[config.mk]
export PLATFORM = sky130hd
export DESIGN_NAME = apms_sequencer
export DESIGN_NICKNAME = d
export VERILOG_FILES = /design/src/apms_sync_edge.v /design/src/apms_sequencer.v
export VERILOG_INCLUDE_DIRS = /design/src /design/src/inc
export SDC_FILE = /design/constraint.sdc
export NUM_CORES = 1
export LEC_CHECK = 0
export BUFFER_PORTS_ARGS = -buffer_cell sky130_fd_sc_hd__buf_2
export CAP_MARGIN = 20
export CORE_MARGIN = 10
export CORE_UTILIZATION = 44
export DETAILED_ROUTE_END_ITERATION = 8
export PLACE_DENSITY_LB_ADDON = 0.08
export SETUP_SLACK_MARGIN = 0.1
export SLEW_MARGIN = 20
export SYNTH_ARGS = -nofsm -noshare
export SYNTH_HDL_FRONTEND = slang
export SYNTH_SLANG_ARGS = --single-unit
[constraint.sdc]
create_clock -name core_clk -period 4.92 [get_ports core_clk]
set_input_delay 0 -clock core_clk [delete_from_list [all_inputs] [get_ports core_clk]]
set_output_delay 0 -clock core_clk [all_outputs]
set_load 0.01 [all_outputs]
[src/inc/apms_defs.vh]
// constants for the converter power-mode sequencer
`ifndef APMS_DEFS_VH
`define APMS_DEFS_VH

`define APMS_SEL_DEEP 2'h0
`define APMS_SEL_QUICK 2'h1
`define APMS_SEL_LOW 2'h2
`define APMS_SEL_NORMAL 2'h3
`define APMS_SEL_HI_BIT 1
`define APMS_SEL_LO_BIT 0
`define APMS_CTRL_BITS 8
`define APMS_LAST_CTRL_BIT 4'h7
`define APMS_RESULT_BITS 12
`define APMS_CLK_MHZ 50
`define APMS_WAKE_NS 2000
`define APMS_WAKE_CYCLES ((`APMS_WAKE_NS * `APMS_CLK_MHZ + 999) / 1000)

`endif

[src/apms_sync_edge.v]
// two-flop synchroniser with rising and falling edge pulses
`timescale 1ns/1ps
module apms_sync_edge #(
   parameter RESET_VALUE = 1'b0
) (
   // clock and reset
   input wire core_clk,
   input wire reset_n,
   // asynchronous level in
   input wire async_in,
   // synchronised level and edges
   output reg level,
   output wire rise,
   output wire fall
);
   reg stage1;
   reg prev;

   always @(posedge core_clk) begin
      if (!reset_n) begin
         stage1 <= RESET_VALUE;
         level <= RESET_VALUE;
         prev <= RESET_VALUE;
      end else begin
         stage1 <= async_in;
         level <= stage1;
         prev <= level;
      end
   end

   assign rise = level & ~prev;
   assign fall = ~level & prev;
endmodule // apms_sync_edge

[src/apms_sequencer.v]
// power-mode sequencer of a serial 12-bit converter
`timescale 1ns/1ps
`include "apms_defs.vh"

// Operation
// - power field 00 deep, 01 quick, 10 low power, 11 normal
// - after conversion enter latest programmed state until next control byte
// - low-power state applies only between conversions; conversion runs full power
// - requested low-power mode waits for the running conversion to finish
// - first one on data input is start bit, wakes to full power only from deep sleep
// - power field of each control byte picks state after its conversion
// - shutdown low forces power-down and aborts conversion at once
// - after shutdown release, ready to convert after the input synchroniser plus the 2 us wake count
// - deep sleep or shutdown exit go to full power, ready after 2 us; reset enters full-power idle directly, without the wake count
// - quick sleep and low power allow immediate conversion start
// - results are binary codes over 4096 steps
// - power field is bits 1 and 0 of the control byte
// - serial interface stays active in every software low-power state
// - power-on reset starts in normal mode with strobe low
module apms_sequencer #(
   parameter RESULT_BITS = `APMS_RESULT_BITS,
   parameter WAKE_CYCLES = `APMS_WAKE_CYCLES
) (
   // clock and reset
   input wire core_clk,
   input wire reset_n,
   // serial link from the host
   input wire serial_clk,
   input wire chip_select_n,
   input wire serial_din,
   input wire hw_shutdown_n,
   // converter core
   input wire comparator_bit,
   // serial answer
   output reg serial_dout,
   output reg serial_dout_oe,
   output reg conversion_strobe,
   output reg conversion_strobe_oe,
   // power and status
   output reg [1:0] power_sel,
   output reg comparator_on,
   output reg comparator_full,
   output reg reference_on,
   output reg converting,
   output reg ready,
   output reg [RESULT_BITS-1:0] result_code,
   output reg result_valid
);
   // one-hot power states
   localparam ST_SHUTDOWN = 6'h01;
   localparam ST_WAKE = 6'h02;
   localparam ST_IDLE_FULL = 6'h04;
   localparam ST_CONVERT = 6'h08;
   localparam ST_SLEEP = 6'h10;
   localparam ST_DEEP = 6'h20;

   wire sclk_rise;
   wire sclk_fall;
   wire cs_level;
   wire din_level;
   wire hw_shutdown_n_level;
   wire hw_shutdown_n_rise;

   apms_sync_edge #(.RESET_VALUE(1'b0)) u_sclk (
      .core_clk(core_clk), .reset_n(reset_n), .async_in(serial_clk),
      .level(), .rise(sclk_rise), .fall(sclk_fall));
   apms_sync_edge #(.RESET_VALUE(1'b1)) u_cs (
      .core_clk(core_clk), .reset_n(reset_n), .async_in(chip_select_n),
      .level(cs_level), .rise(), .fall());
   apms_sync_edge #(.RESET_VALUE(1'b0)) u_din (
      .core_clk(core_clk), .reset_n(reset_n), .async_in(serial_din),
      .level(din_level), .rise(), .fall());
   apms_sync_edge #(.RESET_VALUE(1'b1)) u_hw_shutdown_n (
      .core_clk(core_clk), .reset_n(reset_n), .async_in(hw_shutdown_n),
      .level(hw_shutdown_n_level), .rise(hw_shutdown_n_rise), .fall());

   reg [5:0] state;
   reg [5:0] next_state;
   reg [`APMS_CTRL_BITS-1:0] shift;
   reg [3:0] bit_count;
   reg receiving;
   reg [1:0] pending_sel;
   reg [4:0] conv_count;
   reg strobe_arm;
   reg [15:0] wake_count;
   wire selected = ~cs_level & hw_shutdown_n_level;
   wire byte_done = selected & sclk_rise & receiving & (bit_count == `APMS_LAST_CTRL_BIT);
   wire start_bit = selected & sclk_rise & ~receiving & din_level & ~state[3];
   wire conv_done = state[3] & sclk_rise & (conv_count == RESULT_BITS[4:0] - 5'h01);

   // control byte reception; the serial side stays active in every state but shutdown
   always @(posedge core_clk) begin
      if (!reset_n) begin
         shift <= {`APMS_CTRL_BITS{1'b0}};
         bit_count <= 4'h0;
         receiving <= 1'b0;
         pending_sel <= `APMS_SEL_NORMAL;
      end else if (!hw_shutdown_n_level || cs_level) begin
         receiving <= 1'b0;
         bit_count <= 4'h0;
      end else if (sclk_rise) begin
         if (start_bit) begin
            receiving <= 1'b1;
            bit_count <= 4'h1;
            shift <= {{(`APMS_CTRL_BITS-1){1'b0}}, 1'b1};
         end else if (receiving) begin
            shift <= {shift[`APMS_CTRL_BITS-2:0], din_level};
            bit_count <= bit_count + 4'h1;
            if (bit_count == `APMS_LAST_CTRL_BIT) begin
               receiving <= 1'b0;
               pending_sel <= {shift[`APMS_SEL_LO_BIT], din_level};
            end
         end
      end
   end

   // power state sequencing
   always @* begin
      next_state = state;
      case (state)
         ST_SHUTDOWN: if (hw_shutdown_n_level) next_state = ST_WAKE;
         // a byte that completes before the wake count ends is dropped,
         // so a fast host loses its wake-up frame after deep sleep
         ST_WAKE: if (wake_count == 16'h0000) next_state = ST_IDLE_FULL;
         ST_IDLE_FULL, ST_SLEEP: if (byte_done) next_state = ST_CONVERT;
         ST_DEEP: if (start_bit) next_state = ST_WAKE;
         ST_CONVERT: begin
            if (conv_done) begin
               if (pending_sel == `APMS_SEL_DEEP) next_state = ST_DEEP;
               else if (pending_sel == `APMS_SEL_NORMAL) next_state = ST_IDLE_FULL;
               else next_state = ST_SLEEP;
            end
         end
         default: next_state = ST_SHUTDOWN;
      endcase
      if (!hw_shutdown_n_level) next_state = ST_SHUTDOWN;
   end

   // section enables of the state being entered; sleep keeps the comparator reduced
   reg next_comparator_on;
   reg next_comparator_full;
   reg next_reference_on;
   always @* begin
      next_comparator_on = 1'b1;
      next_comparator_full = 1'b1;
      next_reference_on = 1'b1;
      case (next_state)
         ST_SHUTDOWN, ST_DEEP: begin
            next_comparator_on = 1'b0;
            next_comparator_full = 1'b0;
            next_reference_on = 1'b0;
         end
         ST_SLEEP: next_comparator_full = (pending_sel == `APMS_SEL_NORMAL);
         default: next_comparator_full = 1'b1;
      endcase
   end

   always @(posedge core_clk) begin
      if (!reset_n) begin
         state <= ST_IDLE_FULL;
         wake_count <= 16'h0000;
         conv_count <= 5'h00;
         strobe_arm <= 1'b0;
      end else begin
         state <= next_state;
         if (next_state == ST_WAKE && state != ST_WAKE)
            wake_count <= WAKE_CYCLES[15:0] - 16'h0001;
         else if (wake_count != 16'h0000)
            wake_count <= wake_count - 16'h0001;
         if (state != ST_CONVERT) conv_count <= 5'h00;
         else if (sclk_rise) conv_count <= conv_count + 5'h01;
         if (byte_done) strobe_arm <= 1'b1;
         else if (sclk_rise || !hw_shutdown_n_level) strobe_arm <= 1'b0;
      end
   end

   // converter outputs; strobe rises one clock after the byte and falls after the next bit clock rise
   always @(posedge core_clk) begin
      if (!reset_n) begin
         serial_dout <= 1'b0;
         serial_dout_oe <= 1'b0;
         conversion_strobe <= 1'b0;
         conversion_strobe_oe <= 1'b0;
         power_sel <= `APMS_SEL_NORMAL;
         comparator_on <= 1'b1;
         comparator_full <= 1'b1;
         reference_on <= 1'b1;
         converting <= 1'b0;
         ready <= 1'b0;
         result_code <= {RESULT_BITS{1'b0}};
         result_valid <= 1'b0;
      end else begin
         power_sel <= pending_sel;
         serial_dout_oe <= ~cs_level;
         conversion_strobe_oe <= ~cs_level;
         conversion_strobe <= strobe_arm | (byte_done & ~cs_level);
         converting <= next_state[3];
         ready <= next_state[2] | next_state[4];
         comparator_on <= next_comparator_on;
         comparator_full <= next_comparator_full;
         reference_on <= next_reference_on;
         result_valid <= conv_done & hw_shutdown_n_level;
         if (!hw_shutdown_n_level) begin
            serial_dout <= 1'b0;
         end else if (state[3] && sclk_rise) begin
            serial_dout <= comparator_bit;
            result_code <= {result_code[RESULT_BITS-2:0], comparator_bit};
         end else if (sclk_rise) begin
            // zeros lead and trail the result
            serial_dout <= 1'b0;
         end
      end
   end
endmodule // apms_sequencer

Word-level counts from Yosys, hierarchy flattened
Cells that the tools add are included.

storage, ports and cells
  register bits = 67
  input port bits = 7
  output and inout bits = 24
  word-level logic and storage cells = 112

cells by class
  add/subtract/negate cells = 3
  equal/unequal tests = 15
  mux-type cells = 23
  bitwise operators = 21
  reductions and logical operators = 22

operators by type and width
  operator                                              number
  2-to-1 mux 6 bit                                      6
  case mux 6 bit (5 select lines)                       1
  zero test 16 bit                                      1
  nonzero test 16 bit                                   1
  subtractor 16 x 1 -> 16 bit (second input constant)   1
  2-to-1 mux 7 bit                                      2
  bitwise AND 1 bit                                     12
  equality test 6 x 1 -> 1 bit (second input constant)  2
  equality test 6 x 2 -> 1 bit (second input constant)  2
  equality test 6 x 5 -> 1 bit (second input constant)  2
  equality test 6 bit (second input constant)           2
  2-to-1 mux 1 bit                                      10
  OR reduction 2 bit                                    5
  2-to-1 mux 4 bit                                      2
  nonzero test 2 bit                                    4
  NOT 1 bit                                             7
  equality test 6 x 3 -> 1 bit (second input constant)  1
  equality test 6 x 4 -> 1 bit (second input constant)  1
  != test 6 x 2 -> 1 bit (second input constant)        1
  != test 6 x 4 -> 1 bit (second input constant)        1
  AND reduction 2 bit                                   3
  adder 5 x 1 -> 5 bit (second input constant)          1
  equality test 5 x 4 -> 1 bit (second input constant)  1
  2-to-1 mux 5 bit                                      1
  11 further kinds                                      14

Depth between registers and ports, before layout
  depth after elaboration = 12
  gate-level depth with buffers = 8
  gate-level depth less buffers = 7

Cells and area by module
Synthesis repeated with hierarchy kept, for this count alone.

second synthesis, totals
  cell total of the unflattened synthesis = 328
  area total of the unflattened synthesis = 2,920.3 um2

modules (own cells, without submodules)
  module          instances  cells each  area an instance (um2)  seq. area each (um2)
  apms_sequencer  1          296         2,555.0                 1,141.1
  apms_sync_edge  4          8           91.3                    60.1

Least setup slack after synthesis
Ideal clock, no wire load.

  path type = register to register
  start point = register state[3]
  end point = register comparator_full
  library setup time = 0.130 ns
  arrival time = 1.637 ns
  data required time = 4.790 ns
  setup slack = 3.152 ns
  stages on the path, launching flop included = 7
  buffers on the path = 1
  clock period less this slack = 1.768 ns
  path through = dfxtp_1 > buf_2 > or2_2 > nor4_1 > and3b_1 > nor4b_2 > o21ai_1

between the ends
  word-level cells in the longest chain between the ends = 8
  elaborated cells between the ends (all ways) = 22
  classes of those cells = eq/ne: 9; mux: 7; bitwise: 4; reduce/logical: 2

RTL lines
  element                                                              line                                        text
  start: declaration                                                   apms_sequencer.v:77                         reg [5:0] state;
  start signal: assignment                                             apms_sequencer.v:165                        state <= next_state;
  bitwise AND 1 bit or NOT 1 bit (tied branches)                       apms_sequencer.v:89, apms_sequencer.v:88
  bitwise AND 1 bit, on equally long branches                          apms_sequencer.v:89, apms_sequencer.v:88
  2-to-1 mux 6 bit, on equally long branches                           apms_sequencer.v:128, apms_sequencer.v:126
  case mux 6 bit (5 select lines) *                                    apms_sequencer.v:120                        case (state)
  2-to-1 mux 6 bit *                                                   apms_sequencer.v:136                        if (!hw_shutdown_n_level) next_state = ST_SHUTDOWN;
  equality test 6 x 1 -> 1 bit or equality test 6 bit (tied branches)  apms_sequencer.v:147                        case (next_state)
  OR reduction 2 bit                                                   apms_sequencer.v:147
  case mux 1 bit (2 select lines) *                                    apms_sequencer.v:147
  end signal: assignment                                               apms_sequencer.v:200                        comparator_full <= next_comparator_full;
  end: declaration                                                     apms_sequencer.v:42                         output reg comparator_full,

Every way passes the cells marked *; elsewhere a longest branch is shown, timed or not.
A chain may end at the register's enable or synchronous reset.

Worst setup path in the final report
  start point = register u_sclk.level
  end point = register comparator_full

between the ends
  word-level cells in the longest chain between the ends = 11
  elaborated cells between the ends (all ways) = 19
  classes of those cells = eq/ne: 3; mux: 6; bitwise: 9; reduce/logical: 1

RTL lines
  element                                                              line                                      text
  start: declaration                                                   apms_sync_edge.v:12                       output reg level,
  start signal: assignment                                             apms_sync_edge.v:26                       level <= stage1;
  bitwise AND 1 bit *                                                  apms_sync_edge.v:31                       assign rise = level & ~prev;
  bitwise AND 1 bit                                                    apms_sequencer.v:87, apms_sequencer.v:88
  bitwise AND 1 bit (3 in a row)                                       apms_sequencer.v:88                       wire start_bit = selected & sclk_rise & ~receiving & din_level & ~state[3];
  2-to-1 mux 6 bit                                                     apms_sequencer.v:126                      ST_DEEP: if (start_bit) next_state = ST_WAKE;
  case mux 6 bit (5 select lines) *                                    apms_sequencer.v:120
  2-to-1 mux 6 bit *                                                   apms_sequencer.v:136
  equality test 6 x 1 -> 1 bit or equality test 6 bit (tied branches)  apms_sequencer.v:147
  OR reduction 2 bit                                                   apms_sequencer.v:147
  case mux 1 bit (2 select lines) *                                    apms_sequencer.v:147

Marked as above.

==> impl_metrics.toml <==
[outcome]
outcome = "complete, no violations"

[timing]
slew_viol_final = 0
setup_viol = 0
finalHoldViolations = 0
period_minus_slack_ps = 2380
rsz0062_at_grt = "no"
max_slew_margin = 0.388
fin_crit_sh = 0.484
worst_pin_slew_ps = 916
fin_tns_setup_ps = 0
fmax_mhz = 420
finClkSkew_ps = 11.8

[grt]
grt_max_degree = 24
grt_usage = 0.123
gr-total-overflow = 0
antenna_found_initial = 0
grt_first_pass_wirelength_mm = 9.97
grt_pass1_vias = 2147

[routing]
wire_per_inst_microns = 13.5
vias_per_cell = 5.08
dr.pass1.iters = 4
vias = 2171
detail-route-antenna-nets = 0
routed_wl_mm = 5.77
first_iter_violations = 122
drc_errors = 0

[cts]
clkLatencyLatePin_ps = 350
cts-root-buf = "clkbuf_8"
clk_pin_slew_worst_paths_ps = 70
h-tree-depth = 3
cts_sinks = 66
clock_path_buffers = 2
post_cts_buffers = 0
cts_made_buffers = 9
cts_tree = "done"

[yosys]
netlist_area_sq_um = 2790
yosysUniqueCellTypes = 53
yosys_most_used_dff = "dfxtp_1"
yosys_register_bits = 66
synth_top_area_share = 0.474
synth.avg_cell_area_sq_um = 8.81
synth_edf_count = 0
synthCells = 316
syn_nets = 329
yosysSeqAreaShare = 0.474
synthArstFlopShare = 0
synthTopCellsByArea = "dfxtp_1 (47%), nand2_1 (6.2%), a21oi_1 (4.3%)"
synth_warnings = 0
yosysTopAreaCell = "dfxtp_1"

[floorplan]
die_area_sq_um = 9910
fp.dieW_microns = 99.6
io_pins = 31
core-area_sq_um = 6030
initial_core_util = 0.462
num_rows = 28
die_h_microns = 99.6

[pwr]
switchingPower_mw = 0.473
p_leak_nw = 1.30
pwr-share-comb = 0.241
power_density_nw_per_um2 = 486
swShare = 0.299
p_int_mw = 1.11
seq_power_share = 0.412
vdd_drop_max_mv = 0.326
p_clk_frac = 0.347

[worst_hold_path]
hp-class = "input pin to flip-flop"

[critical_path]
cpPeakStageDelay_ps = 740
startpoint_type = "flip-flop"
slowest_stage = "nor2b_1"
critPathArrivalTime_ps = 2600
path_class = "flip-flop to flip-flop"
required_ps = 5130
path_max_fanout = 14
cp_top_family = "simple AND/OR/NAND/NOR gates"
end_kind = "flip-flop"
path_buf_inv = 0
worstPathCellList = "nor2b_1, nand4_1, o21ai_0, o211ai_1, nor4b_2, o21ai_1"

[layout]
area_delta_synth_final_pct = 16.7
mostFrequentLayoutCells = "dfxtp_1 (66), nand2_1 (46), buf_2 (30), nor2_1 (28), a21oi_1 (24)"
nets = 360
final_util = 0.539
num_antenna_cells = 0
mostFrequentLayoutCell = "dfxtp_1"
drive_gt1_frac = 0.151

[place]
place_congestion = 0.849
numPortBuffers = 30
dp_hpwl_mm = 3.99

[run]
max-cap-violations = 0
-- logic make-up (layout without fill, tap and decap cells) --
kind of cell               count (synthesis)  after routing  synth area share
AOI/OAI and AO/OA                         53             53             0.116
xor gates and xnor gates                  19             19            0.0597
adders and majority gates                  6              6            0.0270
buffers and inverters                     23             59            0.0364
DFF                                       66             66             0.474
muxes                                      1              1           0.00359
and+or+nand+nor                          148            148             0.283
-- synthesized netlist by cell type (all sizes together), types with 2 or more instances --
cell type   n
xor2       13
buf         6
nand4       4
nand4b      3
nor2       28
xnor2       6
a21oi      24
nor3        8
nand2      46
nor2b       6
nand3       9
and2        8
and3        2
nor3b       2
o211ai      3
inv         7
o21ai      10
dfxtp      66
nand2b      9
ha          6
clkbuf      9
or2         5
o22ai       2
a32oi       2
or3         4
a31oi       2
nor4        4
nor4b       3
-- power groups by stage --
stage / Clock, mW / Combinational, mW / Sequential, mW
floorplan: 0 / 0.324 / 0.653
global placement: 0 / 0.378 / 0.662
detailed placement: 0 / 0.381 / 0.661
CTS: 0.559 / 0.387 / 0.651
global route: 0.582 / 0.447 / 0.661
finish: 0.549 / 0.381 / 0.651
-- layer usage --
metal | wire, microns | up-vias | track usage
met4 | 68 | 0 | 0.0430
met3 | 368 | 6 | 0.0478
li1 | - | 1141 | -
met1 | 2780 | 972 | 0.158
met2 | 2560 | 52 | 0.180
met5 | 0 | - | 0
-- path summary, 6_finish.rpt --
check	start	to	slack [ps]	depth (start not counted)
hold / removal	reset_n	reference_on	20	2
hold reg to reg	u_cs.stage1	u_cs.level	410	1
setup / recovery	u_sclk.level	comparator_full	2540	6
setup reg to reg	u_sclk.level	comparator_full	2540	6
-- flip-flops by register name, summed over array words and instances (netlist names), 2 cells and up --
name,flops
result_code,12
state,6
pending_sel,2
wake_count,16
power_sel,2
bit_count,4
conv_count,5
-- per-stage QoR --
stage	total power, mW	area (sq um)	setup slack, ps	instances	hold slack (ps)
finish	1.58	3250	2540	427	23.1
global route	1.69	3250	2280	427	58.7
CTS	1.60	3250	2560	427	35.0
detailed placement	1.04	2960	2580	406	183
global placement	1.04	2960	2590	406	183
floorplan	0.977	2790	3150	316	101
-- cell type report --
| cell class | count | area [sq um] |
|---|---|---|
| fill | 570 | 2780 |
| inverter | 8 | 30.0 |
| timing repair buffer | 35 | 200 |
| clock inverter | 7 | 118 |
| clock buffer | 9 | 124 |
| tap | 75 | 93.8 |
| sequential | 66 | 1320 |
| multi-input combinational | 227 | 1360 |
-- repair_timing --
item / 4_1_cts / 5_1_grt
hold endpoints to repair: 6 / 0
resized for setup: 0 / 0
endpoints found under the setup margin: 0 / 0
hold buffers: 5 / 0
Note: power is estimated with default switching activity, not from simulation.
